**src/rtl/fbc_pkg.sv**
```systemverilog
/*
  Constants of the flash command controller: register map, op codes,
  flash command words and bus cycle timing.
  Assumes a 250 MHz clock and a 16-bit flash with 22 address bits.
*/
package fbc_pkg;
  localparam int CLK_NS = 4;
  localparam int AW = 22;
  localparam int DW = 16;
  // Software register offsets
  localparam logic [7:0] REG_CTRL = 8'h00;
  localparam logic [7:0] REG_ADDR = 8'h04;
  localparam logic [7:0] REG_WDATA = 8'h08;
  localparam logic [7:0] REG_STATUS = 8'h0c;
  localparam logic [7:0] REG_RDATA = 8'h10;
  localparam int CTRL_OP_LSB = 0;
  localparam int ST_BUSY = 0;
  localparam int ST_REFUSED = 1;
  localparam int ST_ERROR = 2;
  localparam int ST_READY = 3;
  localparam int ST_IDN_LSB = 4;
  localparam int ST_BYP_LSB = 8;
  localparam int ST_SEC = 12;
  localparam int ST_ACC = 13;
  localparam logic [31:0] RESET_VAL = 32'h0000_0000;
  // Op codes written to CTRL
  localparam logic [3:0] OP_READ = 4'h0;
  localparam logic [3:0] OP_RESET = 4'h1;
  localparam logic [3:0] OP_IDENT = 4'h2;
  localparam logic [3:0] OP_SEC_ENTER = 4'h3;
  localparam logic [3:0] OP_SEC_EXIT = 4'h4;
  localparam logic [3:0] OP_PROGRAM = 4'h5;
  localparam logic [3:0] OP_BYP_ENTER = 4'h6;
  localparam logic [3:0] OP_BYP_PROG = 4'h7;
  localparam logic [3:0] OP_BYP_EXIT = 4'h8;
  localparam logic [3:0] OP_ACC_ON = 4'h9;
  localparam logic [3:0] OP_ACC_OFF = 4'ha;
  // Flash command words and unlock addresses
  localparam logic [AW-1:0] UNL_A1 = 22'h000555;
  localparam logic [AW-1:0] UNL_A2 = 22'h0002aa;
  localparam logic [DW-1:0] UNL_D1 = 16'h00aa;
  localparam logic [DW-1:0] UNL_D2 = 16'h0055;
  localparam logic [DW-1:0] CMD_RESET = 16'h00f0;
  localparam logic [DW-1:0] CMD_IDENT = 16'h0090;
  localparam logic [DW-1:0] CMD_SEC_ENTER = 16'h0088;
  localparam logic [DW-1:0] CMD_SEC_EXIT = 16'h0090;
  localparam logic [DW-1:0] CMD_PROGRAM = 16'h00a0;
  localparam logic [DW-1:0] CMD_BYP_ENTER = 16'h0020;
  localparam logic [DW-1:0] CMD_BYP_EXIT1 = 16'h0090;
  localparam logic [DW-1:0] CMD_EXIT2 = 16'h0000;
  localparam int POLL_BIT = 7;
  localparam int ERR_BIT = 5;
  // Bus cycle times in ns and derived cycle counts (rounded up)
  localparam int T_AS_NS = 4;
  localparam int T_WP_NS = 35;
  localparam int T_DH_NS = 8;
  localparam int T_WPH_NS = 20;
  localparam int T_ACC_NS = 70;
  localparam int SYNC_CYC = 2;
  localparam logic [4:0] AS_CYC = 5'((T_AS_NS + CLK_NS - 1) / CLK_NS);
  localparam logic [4:0] WP_CYC = 5'((T_WP_NS + CLK_NS - 1) / CLK_NS);
  localparam logic [4:0] DH_CYC = 5'((T_DH_NS + CLK_NS - 1) / CLK_NS);
  localparam logic [4:0] WPH_CYC = 5'((T_WPH_NS + CLK_NS - 1) / CLK_NS);
  localparam logic [4:0] ACC_CYC = 5'((T_ACC_NS + CLK_NS - 1) / CLK_NS + SYNC_CYC);
endpackage

```
**src/rtl/fbc_cycle.sv**
```systemverilog
/*
  One asynchronous flash bus cycle, write or read, timed by counters.
  Assumes the caller waits for done before the next start.
*/
`timescale 1ns/1ps
`default_nettype none
module fbc_cycle (
  input wire logic clk,
  input wire logic rst_n,
  input wire logic start,
  input wire logic is_read,
  input wire logic [fbc_pkg::AW-1:0] addr,
  input wire logic [fbc_pkg::DW-1:0] wdata,
  output logic done_q,
  output logic [fbc_pkg::DW-1:0] rdata_q,
  output logic [fbc_pkg::AW-1:0] fl_addr_q,
  output logic [fbc_pkg::DW-1:0] fl_dq_out_q,
  output logic fl_dq_oe_q,
  input wire logic [fbc_pkg::DW-1:0] fl_dq_in,
  output logic fl_ce_n_q,
  output logic fl_we_n_q,
  output logic fl_oe_n_q
);
  typedef enum logic [2:0] {CY_IDLE, CY_SETUP, CY_PULSE, CY_HOLD, CY_READ, CY_REC} fbc_cy_t;
  fbc_cy_t cy_q;
  logic [4:0] cnt_q;
  logic [fbc_pkg::DW-1:0] dq_s1_q, dq_s2_q;
  logic last;
  assign last = (cnt_q == 5'h01);

  // Data inputs pass two flops before use
  always_ff @(posedge clk)
  begin
    dq_s1_q <= fl_dq_in;
    dq_s2_q <= dq_s1_q;
  end

  always_ff @(posedge clk)
  begin
    if (!rst_n)
    begin
      cy_q <= CY_IDLE;
      cnt_q <= 5'h00;
      done_q <= 1'b0;
      rdata_q <= '0;
      fl_addr_q <= '0;
      fl_dq_out_q <= '0;
      fl_dq_oe_q <= 1'b0;
      fl_ce_n_q <= 1'b1;
      fl_we_n_q <= 1'b1;
      fl_oe_n_q <= 1'b1;
    end
    else
    begin
      done_q <= 1'b0;
      cnt_q <= cnt_q - 5'h01;
      unique case (cy_q)
        CY_IDLE:
        begin
          cnt_q <= 5'h00;
          if (start)
          begin
            fl_addr_q <= addr;
            fl_ce_n_q <= 1'b0;
            fl_oe_n_q <= !is_read;
            fl_dq_out_q <= wdata;
            fl_dq_oe_q <= !is_read;
            cnt_q <= is_read ? fbc_pkg::ACC_CYC : fbc_pkg::AS_CYC;
            cy_q <= is_read ? CY_READ : CY_SETUP;
          end
        end
        CY_SETUP:
          if (last)
          begin
            // Address stable before write strobe falls, data through its rise
            fl_we_n_q <= 1'b0;
            cnt_q <= fbc_pkg::WP_CYC;
            cy_q <= CY_PULSE;
          end
        CY_PULSE:
          if (last)
          begin
            fl_we_n_q <= 1'b1;
            cnt_q <= fbc_pkg::DH_CYC;
            cy_q <= CY_HOLD;
          end
        CY_HOLD:
          if (last)
          begin
            fl_ce_n_q <= 1'b1;
            fl_dq_oe_q <= 1'b0;
            cnt_q <= fbc_pkg::WPH_CYC;
            cy_q <= CY_REC;
          end
        CY_READ:
          if (last)
          begin
            rdata_q <= dq_s2_q;
            fl_ce_n_q <= 1'b1;
            fl_oe_n_q <= 1'b1;
            cnt_q <= fbc_pkg::WPH_CYC;
            cy_q <= CY_REC;
          end
        CY_REC:
          if (last)
          begin
            done_q <= 1'b1;
            cy_q <= CY_IDLE;
          end
      endcase
    end
  end

  we_data_a: assert property (@(posedge clk) disable iff (!rst_n)
    $rose(fl_we_n_q) |-> fl_dq_oe_q && !fl_ce_n_q && $stable(fl_dq_out_q))
    else $error("write data not held across strobe rise");
  we_addr_a: assert property (@(posedge clk) disable iff (!rst_n)
    $fell(fl_we_n_q) |-> !fl_ce_n_q && $stable(fl_addr_q) && fl_oe_n_q)
    else $error("address not stable at strobe fall");
endmodule
`default_nettype wire

```
**src/rtl/fbc_host.sv**
```systemverilog
/*
  Host controller for a multi-bank flash: runs command sequences on the
  flash pins on orders written to its registers.
  Assumes a plain register port with read data one cycle after the strobe.
*/
// Design decisions made here: the plain strobed port and the placing of the registers.
`timescale 1ns/1ps
`default_nettype none
// Overview of operation
// Device starts in array read; controller starts with all banks in read.
// Bank returns to read after program; controller clears busy then.
// Suspended banks show status in suspended sectors; reads just return data.
// On error flag during program, controller writes the reset command.
// Reset command returns banks to read; its address is don't care.
// Reset before erase starts returns bank to read mode.
// Reset between program cycles returns bank to read mode.
// Reset ends identification mode of the banks.
// Identification issued only to a bank in read mode.
// Identification is two unlocks then bank address with identify command.
// Sector protection read uses bank and sector address from ADDR.
// Secure region entered by three writes, left by four writes.
// Secure region holds eight word serial number; unavailable while busy.
// No acceleration or bypass while secure region is enabled; secure entry checks bypass of the addressed bank only.
// Word program is two unlocks, setup, then address and data.
// Program end seen on the polling bit; ready/busy shown in status.
// Controller issues no writes while programming runs.
// Programming only clears bits; mismatch ends in error.
// Bypass entry writes 20h; bypass program is A0h then address/data.
// In bypass only bypass program and bypass exit are issued.
// Bypass exit is bank address with 90h, then 00h.
// High voltage on protect/accelerate pin puts device in bypass.
// Improper sequences are refused so the device never sees them.
// Address latched on strobe fall, data on strobe rise.
// Identification and bypass mode kept per bank.
module fbc_host (
  input wire logic clk,
  input wire logic rst_n,
  input wire logic [7:0] reg_addr,
  input wire logic [31:0] reg_wdata,
  input wire logic reg_wr,
  input wire logic reg_rd,
  output logic [31:0] reg_rdata_q,
  output logic [fbc_pkg::AW-1:0] fl_addr,
  output logic [fbc_pkg::DW-1:0] fl_dq_out,
  output logic fl_dq_oe,
  input wire logic [fbc_pkg::DW-1:0] fl_dq_in,
  output logic fl_ce_n,
  output logic fl_we_n,
  output logic fl_oe_n,
  input wire logic fl_ready_busy,
  output logic acc_hv_q
);
  typedef enum logic [2:0] {SQ_IDLE, SQ_STEP, SQ_WAIT, SQ_POLL, SQ_PWAIT, SQ_RECOVER, SQ_RWAIT} fbc_sq_t;
  localparam logic [fbc_pkg::AW-1:0] ZERO_A = '0;
  fbc_sq_t sq_q;
  logic [3:0] op_q;
  logic [2:0] step_q;
  logic [fbc_pkg::AW-1:0] addr_q;
  logic [fbc_pkg::DW-1:0] wdata_q, rdata_q;
  logic start_q, st_rd_q, err_seen_q;
  logic [fbc_pkg::AW-1:0] st_addr_q;
  logic [fbc_pkg::DW-1:0] st_data_q;
  logic refused_q, error_q, sec_q;
  logic [3:0] idn_q, byp_q;
  logic rb_s1_q, rb_s2_q;
  logic cy_done;
  logic [fbc_pkg::DW-1:0] cy_rdata;
  logic [1:0] bank;
  logic go, ok, sts_clr, fin;
  logic [fbc_pkg::AW+fbc_pkg::DW:0] step_w;

  assign bank = addr_q[fbc_pkg::AW-1:fbc_pkg::AW-2];

  // Number of bus cycles in each sequence
  function automatic logic [2:0] op_len(input logic [3:0] op);
    unique case (op)
      fbc_pkg::OP_READ, fbc_pkg::OP_RESET: op_len = 3'h1;
      fbc_pkg::OP_IDENT, fbc_pkg::OP_SEC_ENTER, fbc_pkg::OP_BYP_ENTER: op_len = 3'h3;
      fbc_pkg::OP_SEC_EXIT, fbc_pkg::OP_PROGRAM: op_len = 3'h4;
      fbc_pkg::OP_BYP_PROG, fbc_pkg::OP_BYP_EXIT, fbc_pkg::OP_ACC_OFF: op_len = 3'h2;
      default: op_len = 3'h0;
    endcase
  endfunction

  // One bus cycle of a sequence: {read, address, data}
  function automatic logic [fbc_pkg::AW+fbc_pkg::DW:0] op_step(input logic [3:0] op, input logic [2:0] i,
                                                             input logic [fbc_pkg::AW-1:0] a,
                                                             input logic [fbc_pkg::DW-1:0] d);
    logic [fbc_pkg::AW-1:0] ba;
    logic [fbc_pkg::DW-1:0] cmd;
    ba = {a[fbc_pkg::AW-1:fbc_pkg::AW-2], fbc_pkg::UNL_A1[fbc_pkg::AW-3:0]};
    unique case (op)
      fbc_pkg::OP_IDENT: cmd = fbc_pkg::CMD_IDENT;
      fbc_pkg::OP_SEC_ENTER: cmd = fbc_pkg::CMD_SEC_ENTER;
      fbc_pkg::OP_SEC_EXIT: cmd = fbc_pkg::CMD_SEC_EXIT;
      fbc_pkg::OP_BYP_ENTER: cmd = fbc_pkg::CMD_BYP_ENTER;
      default: cmd = fbc_pkg::CMD_PROGRAM;
    endcase
    if (op == fbc_pkg::OP_READ)
      op_step = {1'b1, a, d};
    else if (op == fbc_pkg::OP_RESET)
      op_step = {1'b0, ZERO_A, fbc_pkg::CMD_RESET};
    else if (op == fbc_pkg::OP_BYP_PROG)
      op_step = (i == 3'h0) ? {1'b0, ba, fbc_pkg::CMD_PROGRAM} : {1'b0, a, d};
    else if (op == fbc_pkg::OP_BYP_EXIT || op == fbc_pkg::OP_ACC_OFF)
      op_step = (i == 3'h0) ? {1'b0, ba, fbc_pkg::CMD_BYP_EXIT1} : {1'b0, ZERO_A, fbc_pkg::CMD_EXIT2};
    else if (i == 3'h0)
      op_step = {1'b0, fbc_pkg::UNL_A1, fbc_pkg::UNL_D1};
    else if (i == 3'h1)
      op_step = {1'b0, fbc_pkg::UNL_A2, fbc_pkg::UNL_D2};
    else if (i == 3'h2)
      op_step = {1'b0, (op == fbc_pkg::OP_IDENT || op == fbc_pkg::OP_BYP_ENTER) ? ba : fbc_pkg::UNL_A1,
                 cmd};
    else if (op == fbc_pkg::OP_SEC_EXIT)
      op_step = {1'b0, ZERO_A, fbc_pkg::CMD_EXIT2};
    else
      op_step = {1'b0, a, d};
  endfunction

  // Which orders the device can take in the present mode
  function automatic logic op_ok(input logic [3:0] op, input logic byp, input logic idn,
                                 input logic sec, input logic acc);
    unique case (op)
      fbc_pkg::OP_READ: op_ok = 1'b1;
      fbc_pkg::OP_RESET: op_ok = !byp;
      fbc_pkg::OP_IDENT, fbc_pkg::OP_PROGRAM: op_ok = !byp && !idn;
      fbc_pkg::OP_SEC_ENTER: op_ok = !byp && !idn && !sec;
      fbc_pkg::OP_SEC_EXIT: op_ok = sec && !byp && !idn;
      fbc_pkg::OP_BYP_ENTER, fbc_pkg::OP_ACC_ON: op_ok = !byp && !idn && !sec;
      fbc_pkg::OP_BYP_PROG: op_ok = byp;
      fbc_pkg::OP_BYP_EXIT: op_ok = byp && !acc;
      fbc_pkg::OP_ACC_OFF: op_ok = acc;
      default: op_ok = 1'b0;
    endcase
  endfunction

  assign go = reg_wr && reg_addr == fbc_pkg::REG_CTRL && sq_q == SQ_IDLE;
  assign ok = op_ok(reg_wdata[fbc_pkg::CTRL_OP_LSB +: 4], byp_q[bank], idn_q[bank], sec_q, acc_hv_q);
  assign sts_clr = reg_wr && reg_addr == fbc_pkg::REG_STATUS;
  assign step_w = op_step(op_q, step_q, addr_q, wdata_q);
  assign fin = (sq_q == SQ_WAIT && cy_done && step_q + 3'h1 == op_len(op_q)
                && op_q != fbc_pkg::OP_PROGRAM && op_q != fbc_pkg::OP_BYP_PROG)
               || (sq_q == SQ_IDLE && go && ok && op_len(reg_wdata[3:0]) == 3'h0);

  // Ready/busy pin passes two flops
  always_ff @(posedge clk)
  begin
    rb_s1_q <= fl_ready_busy;
    rb_s2_q <= rb_s1_q;
  end

  // Software registers
  always_ff @(posedge clk)
  begin
    if (!rst_n)
    begin
      addr_q <= '0;
      wdata_q <= '0;
      reg_rdata_q <= fbc_pkg::RESET_VAL;
    end
    else
    begin
      if (reg_wr && reg_addr == fbc_pkg::REG_ADDR && sq_q == SQ_IDLE)
        addr_q <= reg_wdata[fbc_pkg::AW-1:0];
      if (reg_wr && reg_addr == fbc_pkg::REG_WDATA && sq_q == SQ_IDLE)
        wdata_q <= reg_wdata[fbc_pkg::DW-1:0];
      reg_rdata_q <= '0;
      if (reg_rd)
        unique case (reg_addr)
          fbc_pkg::REG_ADDR: reg_rdata_q <= {10'h000, addr_q};
          fbc_pkg::REG_WDATA: reg_rdata_q <= {16'h0000, wdata_q};
          fbc_pkg::REG_RDATA: reg_rdata_q <= {16'h0000, rdata_q};
          fbc_pkg::REG_STATUS: reg_rdata_q <= {18'h00000, acc_hv_q, sec_q, byp_q, idn_q,
                                               rb_s2_q, error_q, refused_q, sq_q != SQ_IDLE};
          default: reg_rdata_q <= '0;
        endcase
    end
  end

  // Sticky flags: hardware set wins over software clear
  always_ff @(posedge clk)
  begin
    if (!rst_n)
    begin
      refused_q <= 1'b0;
      error_q <= 1'b0;
    end
    else
    begin
      refused_q <= (go && !ok) || (refused_q && !sts_clr);
      error_q <= (sq_q == SQ_RECOVER) || (error_q && !sts_clr);
    end
  end

  // Sequencer
  always_ff @(posedge clk)
  begin
    if (!rst_n)
    begin
      sq_q <= SQ_IDLE;
      op_q <= fbc_pkg::OP_READ;
      step_q <= 3'h0;
      start_q <= 1'b0;
      st_rd_q <= 1'b0;
      st_addr_q <= '0;
      st_data_q <= '0;
      err_seen_q <= 1'b0;
      rdata_q <= '0;
    end
    else
    begin
      start_q <= 1'b0;
      unique case (sq_q)
        SQ_IDLE:
          if (go && ok && op_len(reg_wdata[3:0]) != 3'h0)
          begin
            op_q <= reg_wdata[fbc_pkg::CTRL_OP_LSB +: 4];
            step_q <= 3'h0;
            err_seen_q <= 1'b0;
            sq_q <= SQ_STEP;
          end
        SQ_STEP:
        begin
          {st_rd_q, st_addr_q, st_data_q} <= step_w;
          start_q <= 1'b1;
          sq_q <= SQ_WAIT;
        end
        SQ_WAIT:
          if (cy_done)
          begin
            if (st_rd_q)
              rdata_q <= cy_rdata;
            step_q <= step_q + 3'h1;
            if (step_q + 3'h1 != op_len(op_q))
              sq_q <= SQ_STEP;
            else if (op_q == fbc_pkg::OP_PROGRAM || op_q == fbc_pkg::OP_BYP_PROG)
              sq_q <= SQ_POLL;
            else
              sq_q <= SQ_IDLE;
          end
        SQ_POLL:
        begin
          {st_rd_q, st_addr_q, st_data_q} <= {1'b1, addr_q, wdata_q};
          start_q <= 1'b1;
          sq_q <= SQ_PWAIT;
        end
        SQ_PWAIT:
          if (cy_done)
          begin
            rdata_q <= cy_rdata;
            if (cy_rdata[fbc_pkg::POLL_BIT] == wdata_q[fbc_pkg::POLL_BIT])
              sq_q <= SQ_IDLE;
            else if (err_seen_q)
              sq_q <= SQ_RECOVER;
            else
            begin
              err_seen_q <= cy_rdata[fbc_pkg::ERR_BIT];
              sq_q <= SQ_POLL;
            end
          end
        SQ_RECOVER:
        begin
          {st_rd_q, st_addr_q, st_data_q} <= {1'b0, ZERO_A, fbc_pkg::CMD_RESET};
          start_q <= 1'b1;
          sq_q <= SQ_RWAIT;
        end
        SQ_RWAIT:
          if (cy_done)
            sq_q <= SQ_IDLE;
      endcase
    end
  end

  // Host copy of each bank's mode
  always_ff @(posedge clk)
  begin
    if (!rst_n)
    begin
      idn_q <= 4'h0;
      byp_q <= 4'h0;
      sec_q <= 1'b0;
      acc_hv_q <= 1'b0;
    end
    else if (fin)
    begin
      unique case (sq_q == SQ_IDLE ? reg_wdata[3:0] : op_q)
        fbc_pkg::OP_RESET: idn_q <= 4'h0;
        fbc_pkg::OP_IDENT: idn_q[bank] <= 1'b1;
        fbc_pkg::OP_SEC_ENTER: sec_q <= 1'b1;
        fbc_pkg::OP_SEC_EXIT: sec_q <= 1'b0;
        fbc_pkg::OP_BYP_ENTER: byp_q[bank] <= 1'b1;
        fbc_pkg::OP_BYP_EXIT: byp_q[bank] <= 1'b0;
        fbc_pkg::OP_ACC_ON:
        begin
          acc_hv_q <= 1'b1;
          byp_q <= 4'hf;
        end
        fbc_pkg::OP_ACC_OFF:
        begin
          acc_hv_q <= 1'b0;
          byp_q <= 4'h0;
        end
        default: idn_q <= idn_q;
      endcase
    end
  end

  fbc_cycle u_cycle (
    .clk(clk),
    .rst_n(rst_n),
    .start(start_q),
    .is_read(st_rd_q),
    .addr(st_addr_q),
    .wdata(st_data_q),
    .done_q(cy_done),
    .rdata_q(cy_rdata),
    .fl_addr_q(fl_addr),
    .fl_dq_out_q(fl_dq_out),
    .fl_dq_oe_q(fl_dq_oe),
    .fl_dq_in(fl_dq_in),
    .fl_ce_n_q(fl_ce_n),
    .fl_we_n_q(fl_we_n),
    .fl_oe_n_q(fl_oe_n)
  );

  unlock_first_a: assert property (@(posedge clk) disable iff (!rst_n)
    start_q && step_q == 3'h0 && (op_q == fbc_pkg::OP_IDENT || op_q == fbc_pkg::OP_PROGRAM)
    |-> st_addr_q == fbc_pkg::UNL_A1 && st_data_q == fbc_pkg::UNL_D1 && !st_rd_q)
    else $error("sequence does not open with unlock");
  ident_cmd_a: assert property (@(posedge clk) disable iff (!rst_n)
    start_q && op_q == fbc_pkg::OP_IDENT && step_q == 3'h2
    |-> st_data_q == fbc_pkg::CMD_IDENT && st_addr_q[21:20] == bank)
    else $error("identify write lacks bank address");
  prog_poll_a: assert property (@(posedge clk) disable iff (!rst_n)
    sq_q == SQ_WAIT && cy_done && op_q == fbc_pkg::OP_PROGRAM && step_q == 3'h3
    |=> sq_q == SQ_POLL ##1 start_q && st_rd_q && st_addr_q == addr_q)
    else $error("program not followed by polling");
  byp_prog_a: assert property (@(posedge clk) disable iff (!rst_n)
    start_q && op_q == fbc_pkg::OP_BYP_PROG && step_q == 3'h0 |-> st_data_q == fbc_pkg::CMD_PROGRAM)
    else $error("bypass program setup wrong");
  byp_exit_a: assert property (@(posedge clk) disable iff (!rst_n)
    start_q && op_q == fbc_pkg::OP_BYP_EXIT && step_q == 3'h1 |-> st_data_q == fbc_pkg::CMD_EXIT2)
    else $error("bypass exit second write wrong");
  sec_exit_a: assert property (@(posedge clk) disable iff (!rst_n)
    $fell(sec_q) |-> op_q == fbc_pkg::OP_SEC_EXIT && $past(step_q) == 3'h3)
    else $error("secure region left without four writes");
  err_reset_a: assert property (@(posedge clk) disable iff (!rst_n)
    sq_q == SQ_RECOVER |=> start_q && !st_rd_q && st_data_q == fbc_pkg::CMD_RESET)
    else $error("no reset after program error");
  sec_noacc_a: assert property (@(posedge clk) disable iff (!rst_n)
    sec_q |-> !acc_hv_q && byp_q == 4'h0)
    else $error("bypass or acceleration while secure");
  ident_mode_a: assert property (@(posedge clk) disable iff (!rst_n)
    sq_q == SQ_IDLE && go && reg_wdata[3:0] == fbc_pkg::OP_IDENT && byp_q[bank] |=> sq_q == SQ_IDLE)
    else $error("identify issued to bypass bank");
  prog_done_c: cover property (@(posedge clk) disable iff (!rst_n)
    sq_q == SQ_PWAIT && cy_done ##1 sq_q == SQ_IDLE);
  recover_c: cover property (@(posedge clk) disable iff (!rst_n) sq_q == SQ_RECOVER);
  ident_c: cover property (@(posedge clk) disable iff (!rst_n) $rose(idn_q[0]));
endmodule
`default_nettype wire

```
**config.mk**
```make
export PLATFORM = sky130hd
export DESIGN_NAME = fbc_host
export DESIGN_NICKNAME = d
export VERILOG_FILES = /design/src/rtl/fbc_pkg.sv /design/src/rtl/fbc_cycle.sv /design/src/rtl/fbc_host.sv
export SDC_FILE = /design/constraint.sdc
export NUM_CORES = 1
export LEC_CHECK = 0
export BUFFER_PORTS_ARGS = -buffer_cell sky130_fd_sc_hd__buf_2
export CORE_ASPECT_RATIO = 0.8
export CORE_MARGIN = 8
export CORE_UTILIZATION = 64
export CTS_BUF_LIST = sky130_fd_sc_hd__clkbuf_4 sky130_fd_sc_hd__clkbuf_8
export CTS_CLUSTER_SIZE = 24
export DETAILED_ROUTE_END_ITERATION = 10
export PLACE_DENSITY = 0.88
export SLEW_MARGIN = 20
export SYNTH_ARGS = -nofsm -noshare
export SYNTH_HDL_FRONTEND = slang
export SYNTH_SLANG_ARGS = --single-unit
```
**constraint.sdc**
```tcl
create_clock -name clk -period 4.4 [get_ports clk]
set_input_delay 0.44 -clock clk [delete_from_list [all_inputs] [get_ports clk]]
set_output_delay 0.44 -clock clk [all_outputs]
set_load 0.005 [all_outputs]
```
==> flow_summary.ini, run 1 <==
[run_status]
status = completed

[sta]
fin_tns_setup_ns = 0
slew_headroom_pct = 25.9
fin_crit_ns = 3.00
slew_viol_final = 0
tightest_slew_ns = 1.11
setup_viol = 0
post-route-period-util_pct = 68.3
clock.fmax_mhz = 333
clock_skew_ns = 0.0255
report.final.hold_viol_count = 0
worst_slack_ns = 1.40
hold_ws_ns = 0.0158
rsz0062_at_grt = false

[power_and_ir_drop]
vdd_drop_max_mv = 0.386
combPwrFrac_pct = 2.4
power.density_nw_per_um2 = 382
switching_share_pct = 21.3
p_seq_share_pct = 51.7
p_switching_w = 0.000918
clkPwrFrac_pct = 45.9
p_int_w = 0.00338
p_leak_nw = 4.26

[critical_path]
cp_cell_sequence = mux4_2 -> a21boi_0 -> a2111oi_4 -> o311ai_2 -> mux2_2 -> nor3b_1
cp.arrival_ns = 3.44
critPathMaxFanout = 9
reg2reg_setup_slack_ns = 1.40
required_ns = 4.83
cp-end-kind = flop
crit_slowest_cell = mux4_2
critical_path_class = reg -> reg
start_kind = flop
critPathMaxStageDelay_ns = 0.64

[global_route]
use_met3_pct = 8.28
antenna_found_initial = 0
grtUsageMet1_pct = 34.3
grt_use_total_pct = 26.2
grtUsageMet2_pct = 39.4
first_global_vias = 8373
grt_max_degree = 62
grt_pass1_wl_um = 42100
grt-busiest-layer = met2
overflow = 0

[clock_tree]
clk_latency_ns = 0.54
clockRootBuffer = clkbuf_8
post_cts_buffers = 0
cts_tree = yes
path_clk_slew_ns = 0.06
htree_levels = 2
clk_path_buf_depth = 3
cts_buffers = 37
clock-sinks = 243

[synth]
ys_async_sr_fraction_pct = 0
synth_ff_type = dfxtp_1
netlist_instances = 1144
ys_seq_area_share_pct = 49.8
yosysWarnings = 0
avgSynthCellArea_sq_um = 8.54
netlist_area_sq_um = 9770
synth.distinct_cells = 69
synth-edff-count = 0
ys_ff_latch = 243

[die]
initial_core_util_pct = 65.3
die_h_um = 126
fp-row-count = 40
ioPinCount = 136
core_sq_um = 15000
die-area_sq_um = 19500
die_w_um = 154

[routing]
firstDrtPassIters = 8
drc = 0
postRouteWirelength_um = 26500
drt_iter0_drc = 1196
wl_per_cell_um = 18.2
viasPerCell = 6.02
vias = 8753
postRouteAntennaNets = 0

[min_path]
hp-class = in -> reg

[final_layout]
drive_gt1_share_pct = 17.5
layout.nets = 1307
layout_common_cells = dfxtp_1, nand2_1, a21oi_1, nor2_1, buf_2
stdcell_count = 1454
regArea_sq_um = 4860
diodes = 0
synthToLayoutAreaGrowth_pct = 15.2
post-route-util_pct = 75.2
multi_input_area_sq_um = 4520
fill_cells = 1039
final_common_cell = dfxtp_1

[placed_design]
dp_slack_ns = 1.15
place_congestion = 0.928
dp_hpwl_um = 17900
io_buffers = 115
placed_cells = 1380

[run]
max-cap-violations = 0
-- sequential cells by signal (all words and copies together), names as in the netlist, 3 cells and up, named ones only --
register,count
u_cycle.cy_q,3
byp_q,4
st_addr_q,22
op_q,4
reg_rdata_q,22
addr_q,22
u_cycle.cnt_q,5
u_cycle.dq_s2_q,16
sq_q,3
step_q,3
u_cycle.fl_dq_out_q,16
idn_q,4
u_cycle.dq_s1_q,16
rdata_q,16
st_data_q,16
u_cycle.rdata_q,16
u_cycle.fl_addr_q,22
wdata_q,16
-- final timing paths --
path                             startpoint            endpoint  cells after the start
worst min-delay path            fl_dq_in[1]  u_cycle.dq_s1_q[1]                      1
worst max-delay path             addr_q[20]                flop                      6
worst max register to register   addr_q[20]                flop                      6
worst min register to register      rb_s1_q             rb_s2_q                      0
-- cell type report --
type                            instances  share of cell area (%)
Multi-Input combinational cell        807                    40.2
Inverter                               13                   0.456
Sequential cell                       243                    43.2
Clock inverter                          6                   0.534
Tap cell                              189                    2.10
Clock buffer                           58                    6.60
Timing Repair Buffer                  138                    6.87
-- worst max-delay path: cells and delay by family, from the launching register on --
kind	cells	cell delay, ns
simple gates	1	0.20
flops	1	0.55
mux	2	1.07
compound gates	3	1.08
-- power groups by stage --
stage | Clock (W) | Sequential, W | Combinational (W)
4_1_cts | 0.00200 | 0.00222 | 0.000102
3_5_place_dp | 0 | 0.00227 | 0.0000941
6_report | 0.00198 | 0.00222 | 0.000104
5_1_grt | 0.00210 | 0.00222 | 0.000111
2_1_floorplan | 0 | 0.00227 | 0.0000611
3_3_place_gp | 0 | 0.00227 | 0.0000928
-- cells in the mapped netlist (all sizes together) (12+ instances only) --
library cell	number	area share [%]
mux2i	37	3.8
nor2	120	4.6
buf	17	1.1
nor3	26	1.4
a22oi	21	1.6
nand2	206	7.9
o21ai	58	3.0
inv	12	0.46
a21oi	133	6.8
clkbuf	73	2.8
nand3	14	0.72
dfxtp	243	50
mux2	15	1.7
a222oi	16	1.6
-- repair_timing --
action                    4_1_cts  5_1_grt
hold buffers                   10        0
resized for setup               0        0
hold endpoints to repair       10        0
-- stage by stage --
stage	total power (W)	cell area [sq um]
final	0.00430	11200
after global placement	0.00236	10300
after detailed placement	0.00236	10300
after floorplan	0.00233	9800
after global routing	0.00443	11200
after CTS	0.00432	11200
-- cell families after synthesis --
logic type | synth area share [%]
AO/OA/AOI/OAI | 18.6
flip-flops | 49.8
other | 0.0384
buffers and inverters | 4.41
XOR/XNOR | 0.948
adder cells (fa/ha/maj) | 0.769
AND/OR/NAND/NOR | 19.5
multiplexers | 5.98
-- per-layer routing --
metal	up-vias	part of all wire [%]
li1	4170	-
met1	4025	42
met2	479	44
met3	79	11
met4	0	3.0
met5	-	0
Note: power is estimated with default switching activity, not from simulation.
==> run 2, diff against run 1 <==
CORE_UTILIZATION = 59   (was 64)
PLACE_DENSITY = 0.82   (was 0.88)
clock period = 3 ns   (was 4.4 ns; I/O delays follow)
==> run 2 against run 1 <==
  * Clock power up 57%
  * Worst setup slack got worse by 1.0 ns
  * Global-route usage shrank 1.6 points
  * Count of clock-buffer cells in the layout is 1 higher
  * Critical path depth increased by 2
  * Clock skew is 0.014 ns lower
  * Die area increased by 7.5%
  * Sequential cell count did not move
==> flow_summary.ini, run 2 (synthesis results as in run 1) <==
[power_and_ir_drop]
power.density_nw_per_um2 = 562
vdd_drop_max_mv = 0.558
clkPwrFrac_pct = 47.6
combPwrFrac_pct = 2.5
p_seq_share_pct = 49.9
p_switching_w = 0.00140
p_int_w = 0.00513
finalPower_w = 0.00653
p_leak_nw = 4.44
switching_share_pct = 21.4

[final_layout]
stdcell_count = 1519
synthToLayoutAreaGrowth_pct = 19.0
final_common_cell = dfxtp_1
diodes = 0
layout_common_cells = dfxtp_1, nand2_1, a21oi_1, nor2_1, buf_2
layout.nets = 1337
drive_gt1_share_pct = 19.2

[critical_path]
timing.rr.end = step_q[2]
critPathMaxStageDelay_ns = 0.51
critPathMaxFanout = 7
cp.arrival_ns = 3.11
crit_start = addr_q[20]
ff2ff_path_depth = 8
r2r-start = addr_q[20]
cp-end-kind = flop
reg2reg_setup_slack_ns = 0.35
cp_cell_sequence = buf_4 -> mux4_2 -> or2_1 -> nor3_2 -> o311ai_2 -> nor2b_1 -> or4b_1 -> a21oi_1
required_ns = 3.45
start_kind = flop
critical_path_class = reg -> reg
endpoint = step_q[2]
crit_slowest_cell = or4b_1

[sta]
tightest_slew_ns = 0.785
slew_headroom_pct = 47.0
worst_slack_ns = 0.346
slew_viol_final = 0
setup_viol = 0
rsz0062_at_grt = false
clock.fmax_mhz = 377
fin_tns_setup_ns = 0
post-route-period-util_pct = 88.5
fin_crit_ns = 2.65
report.final.hold_viol_count = 0
clock_skew_ns = 0.0111

[routing]
vias = 8754
firstDrtPassIters = 8
postRouteAntennaNets = 0
drt_iter0_drc = 919
drc = 0
postRouteWirelength_um = 26300
wl_per_cell_um = 17.3
viasPerCell = 5.76

[clock_tree]
post_cts_buffers = 0
htree_levels = 2
clk_latency_ns = 0.52
clockRootBuffer = clkbuf_8
path_clk_slew_ns = 0.07
cts_buffers = 38
cts_tree = yes
clock-sinks = 243
clk_path_buf_depth = 3

[placed_design]
dp_slack_ns = 0.374
placed_cells = 1432
dp_hpwl_um = 18200
place_congestion = 0.923
io_buffers = 115

[run_status]
status = completed

[die]
core_sq_um = 16400
initial_core_util_pct = 59.6
ioPinCount = 136
die-area_sq_um = 21000
die_w_um = 160
fp-row-count = 42
die_h_um = 131

[global_route]
overflow = 0
grt_use_total_pct = 24.6
grt_pass1_wl_um = 42300
grt_max_degree = 52
antenna_found_initial = 0
first_global_vias = 8349

[min_path]
hp-class = in -> reg

[run]
max-cap-violations = 0
run 2: how the worst min path moves through the flow:
stage,startpoint,to,cells past startpoint
final,reg_wdata[15],wdata_q[15],3
after global routing,reg_wdata[18],addr_q[18],3
after global placement,u_cycle.dq_s1_q[3],u_cycle.dq_s2_q[3],0
after floorplan,rb_s1_q,rb_s2_q,0
after CTS,reg_wdata[21],addr_q[21],3
after detailed placement,rb_s1_q,rb_s2_q,0
run 2: power groups by stage:
stage          sequential (W)  combinational (W)  clock (W)
5_1_grt               0.00326           0.000175    0.00333
4_1_cts               0.00326           0.000159    0.00314
3_5_place_dp          0.00333           0.000140          0
3_3_place_gp          0.00333           0.000139          0
2_1_floorplan         0.00333          0.0000896          0
6_report              0.00326           0.000162    0.00311
run 2: stage by stage:
stage	hold slack (ns)	util (%)	instance area (sq um)
2_1_floorplan	0.310	-	9800
3_3_place_gp	0.310	64.3	10500
3_5_place_dp	0.312	64.3	10500
4_1_cts	0.00525	70.8	11600
5_1_grt	0.0229	70.9	11600
6_report	0.0266	70.9	11600
run 2: final cells by class:
cell class / count / area, sq um
Clock buffer: 59 / 768
Clock inverter: 10 / 113
Fill cell: 1261 / 4780
Inverter: 13 / 51.3
Multi-Input combinational cell: 807 / 4540
Sequential cell: 243 / 4860
Tap cell: 220 / 275
Timing Repair Buffer: 167 / 1010
run 2: layer usage:
| metal | up-vias | track usage (%) | routed length, um |
|---|---|---|---|
| li1 | 4226 | - | - |
| met1 | 4061 | 33.2 | 11800 |
| met2 | 410 | 38.1 | 11300 |
| met3 | 57 | 6.74 | 2630 |
| met4 | 0 | 7.84 | 578 |
| met5 | - | 0 | 0 |
run 2: repair_timing:
action / CTS / global route
hold buffers: 18 / 0
gates resized for setup: 0 / 0
endpoints found under the hold margin: 18 / 0
run 2: worst max-delay path, delay by kind of cell (launching register included):
family                 cells  cell delay, ns
and+or+nand+nor            4            1.21
muxes                      1            0.50
buffers and inverters      1            0.18
DFF                        1            0.38
AOI/OAI and AO/OA          2            0.30
==> run 3, diff against run 2 <==
clock period = 2.5 ns   (was 3 ns; I/O delays follow)
==> run 3 against run 2 <==
  * The run now ends with setup timing left
  * Sequential power up 20%
  * Worst setup slack worse by 0.38 ns
  * Sequential cell count unchanged
  * Clock skew up 0.0094 ns
  * Total power up 21%
  * Combinational power up 50%
  * Count of clock-buffer cells in the layout down 6
  * Critical path type unchanged
==> flow_summary.ini, run 3 (synthesis results as in run 1) <==
[routing]
drt_iter0_drc = 914
wl_per_cell_um = 18.3
viasPerCell = 5.89
drc = 0
postRouteWirelength_um = 28600
vias = 9201
postRouteAntennaNets = 0
firstDrtPassIters = 9

[sta]
tightest_slew_ns = 0.780
clock_skew_ns = 0.0204
fin_crit_ns = 2.53
post-route-period-util_pct = 101
fin_tns_setup_ns = -0.0399
worst_slack_ns = -0.0316
report.final.hold_viol_count = 0
clock.fmax_mhz = 395
slew_viol_final = 0
setup_viol = 2
slew_headroom_pct = 47.9
rsz0062_at_grt = true

[power_and_ir_drop]
vdd_drop_max_mv = 0.834
power.density_nw_per_um2 = 652
p_leak_nw = 4.67

[run_status]
status = finished, violations left
violations = setup timing

[die]
ioPinCount = 136
die-area_sq_um = 21000
initial_core_util_pct = 59.6
die_h_um = 131
die_w_um = 160
core_sq_um = 16400
fp-row-count = 42

[run]
max-cap-violations = 0

[clock_tree]
clock-sinks = 243
clk_latency_ns = 0.53
htree_levels = 2
clockRootBuffer = clkbuf_8
path_clk_slew_ns = 0.07
clk_path_buf_depth = 3
cts_buffers = 37
cts_tree = yes

[final_layout]
final_common_cell = dfxtp_1
drive_gt1_share_pct = 20.9
synthToLayoutAreaGrowth_pct = 23.8
final_area_sq_um = 12100
layout.nets = 1381
fill_cells = 1181
regArea_sq_um = 4870
layout_common_cells = dfxtp_1, nand2_1, a21oi_1, nor2_1, buf_2
multi_input_area_sq_um = 4600

[min_path]
hp-class = in -> reg

[global_route]
grt_pass1_wl_um = 44300
antenna_found_initial = 1
grt_use_total_pct = 25.9
overflow = 0
grt_max_degree = 42
first_global_vias = 8594

[critical_path]
start_kind = flop
critPathMaxFanout = 5
crit_slowest_cell = mux4_2
critPathMaxStageDelay_ns = 0.49
cp-end-kind = flop
cp_cell_sequence = buf_6 -> mux4_2 -> or2_4 -> nor3_4 -> o311ai_4 -> nor2b_1 -> or4b_1 -> a21oi_1
required_ns = 2.96
cp.arrival_ns = 2.99
critical_path_class = reg -> reg

[placed_design]
postPlaceCellArea_sq_um = 10800
place_congestion = 0.959
io_buffers = 115
dp_slack_ns = -0.0966
dp_hpwl_um = 18900
## run 3: cell types whose count changed in the layout (fill, tap and decap cells not counted), sizes merged
cell         previous run  this run
buf                   149       177
dlygate4sd3            18        35
clkinv                  5         6
clkinvlp                2         1
bufinv                  2         4
clkbuf                 59        53
diode                   0         3
## run 3: timing repair
item	CTS	global route
hold endpoints to repair	43	0
resized for setup	3	11
endpoints found under the setup margin	7	10
buffers inserted	0	5
pin swaps	0	16
hold buffers	35	0
## run 3: per-stage QoR
stage          utilization, %  cells  hold slack [ns]  power, W
6_report                 73.7   1563            0.124   0.00787
5_1_grt                  73.7   1561            0.132   0.00809
4_1_cts                  73.2   1555            0.102   0.00789
3_5_place_dp             65.8   1455            0.312   0.00418
3_3_place_gp             65.7   1455            0.310   0.00418
2_1_floorplan               -   1153            0.278   0.00410
## run 3: path summary, 6_finish.rpt
kind,startpoint,endpoint,depth (start not counted),slack (ns)
min,reg_wdata[1],addr_q[1],3,0.12
min reg2reg,u_cycle.dq_s1_q[0],u_cycle.dq_s2_q[0],0,0.32
max,addr_q[20],step_q[2],8,-0.03
max reg2reg,addr_q[20],step_q[2],8,-0.03
## run 3: critical path, delay by kind of cell (launching register included)
kind	cells	cell delay, ns
buffers and inverters	1	0.12
flip-flops	1	0.35
AND/OR/NAND/NOR	4	1.22
multiplexers	1	0.49
AO/OA/AOI/OAI	2	0.28
## run 3: report_power, final
| part | total (W) | leakage (nW) | switching, W | internal (W) |
|---|---|---|---|---|
| Sequential | 0.00391 | 1.97 | 0.00000869 | 0.00390 |
| Clock | 0.00372 | 0.446 | 0.00154 | 0.00218 |
| Combinational | 0.000243 | 2.25 | 0.000140 | 0.000104 |
## run 3: layout make-up
cell class | count | area share [%]
timing repair buffer | 212 | 11.9
clock inverter | 12 | 1.41
multi-input combinational | 807 | 38.0
sequential | 243 | 40.3
antenna | 3 | 0.0621
inverter | 13 | 0.424
clock buffer | 53 | 5.62
tap | 220 | 2.28
## run 3: per-layer routing
metal | global-route usage, % | routed length [um] | vias to the layer above
met4 | 10.4 | 853 | 0
met1 | 33.9 | 12200 | 4315
met5 | 0 | 0 | -
li1 | - | - | 4315
met3 | 6.62 | 3000 | 75
met2 | 40.9 | 12500 | 496
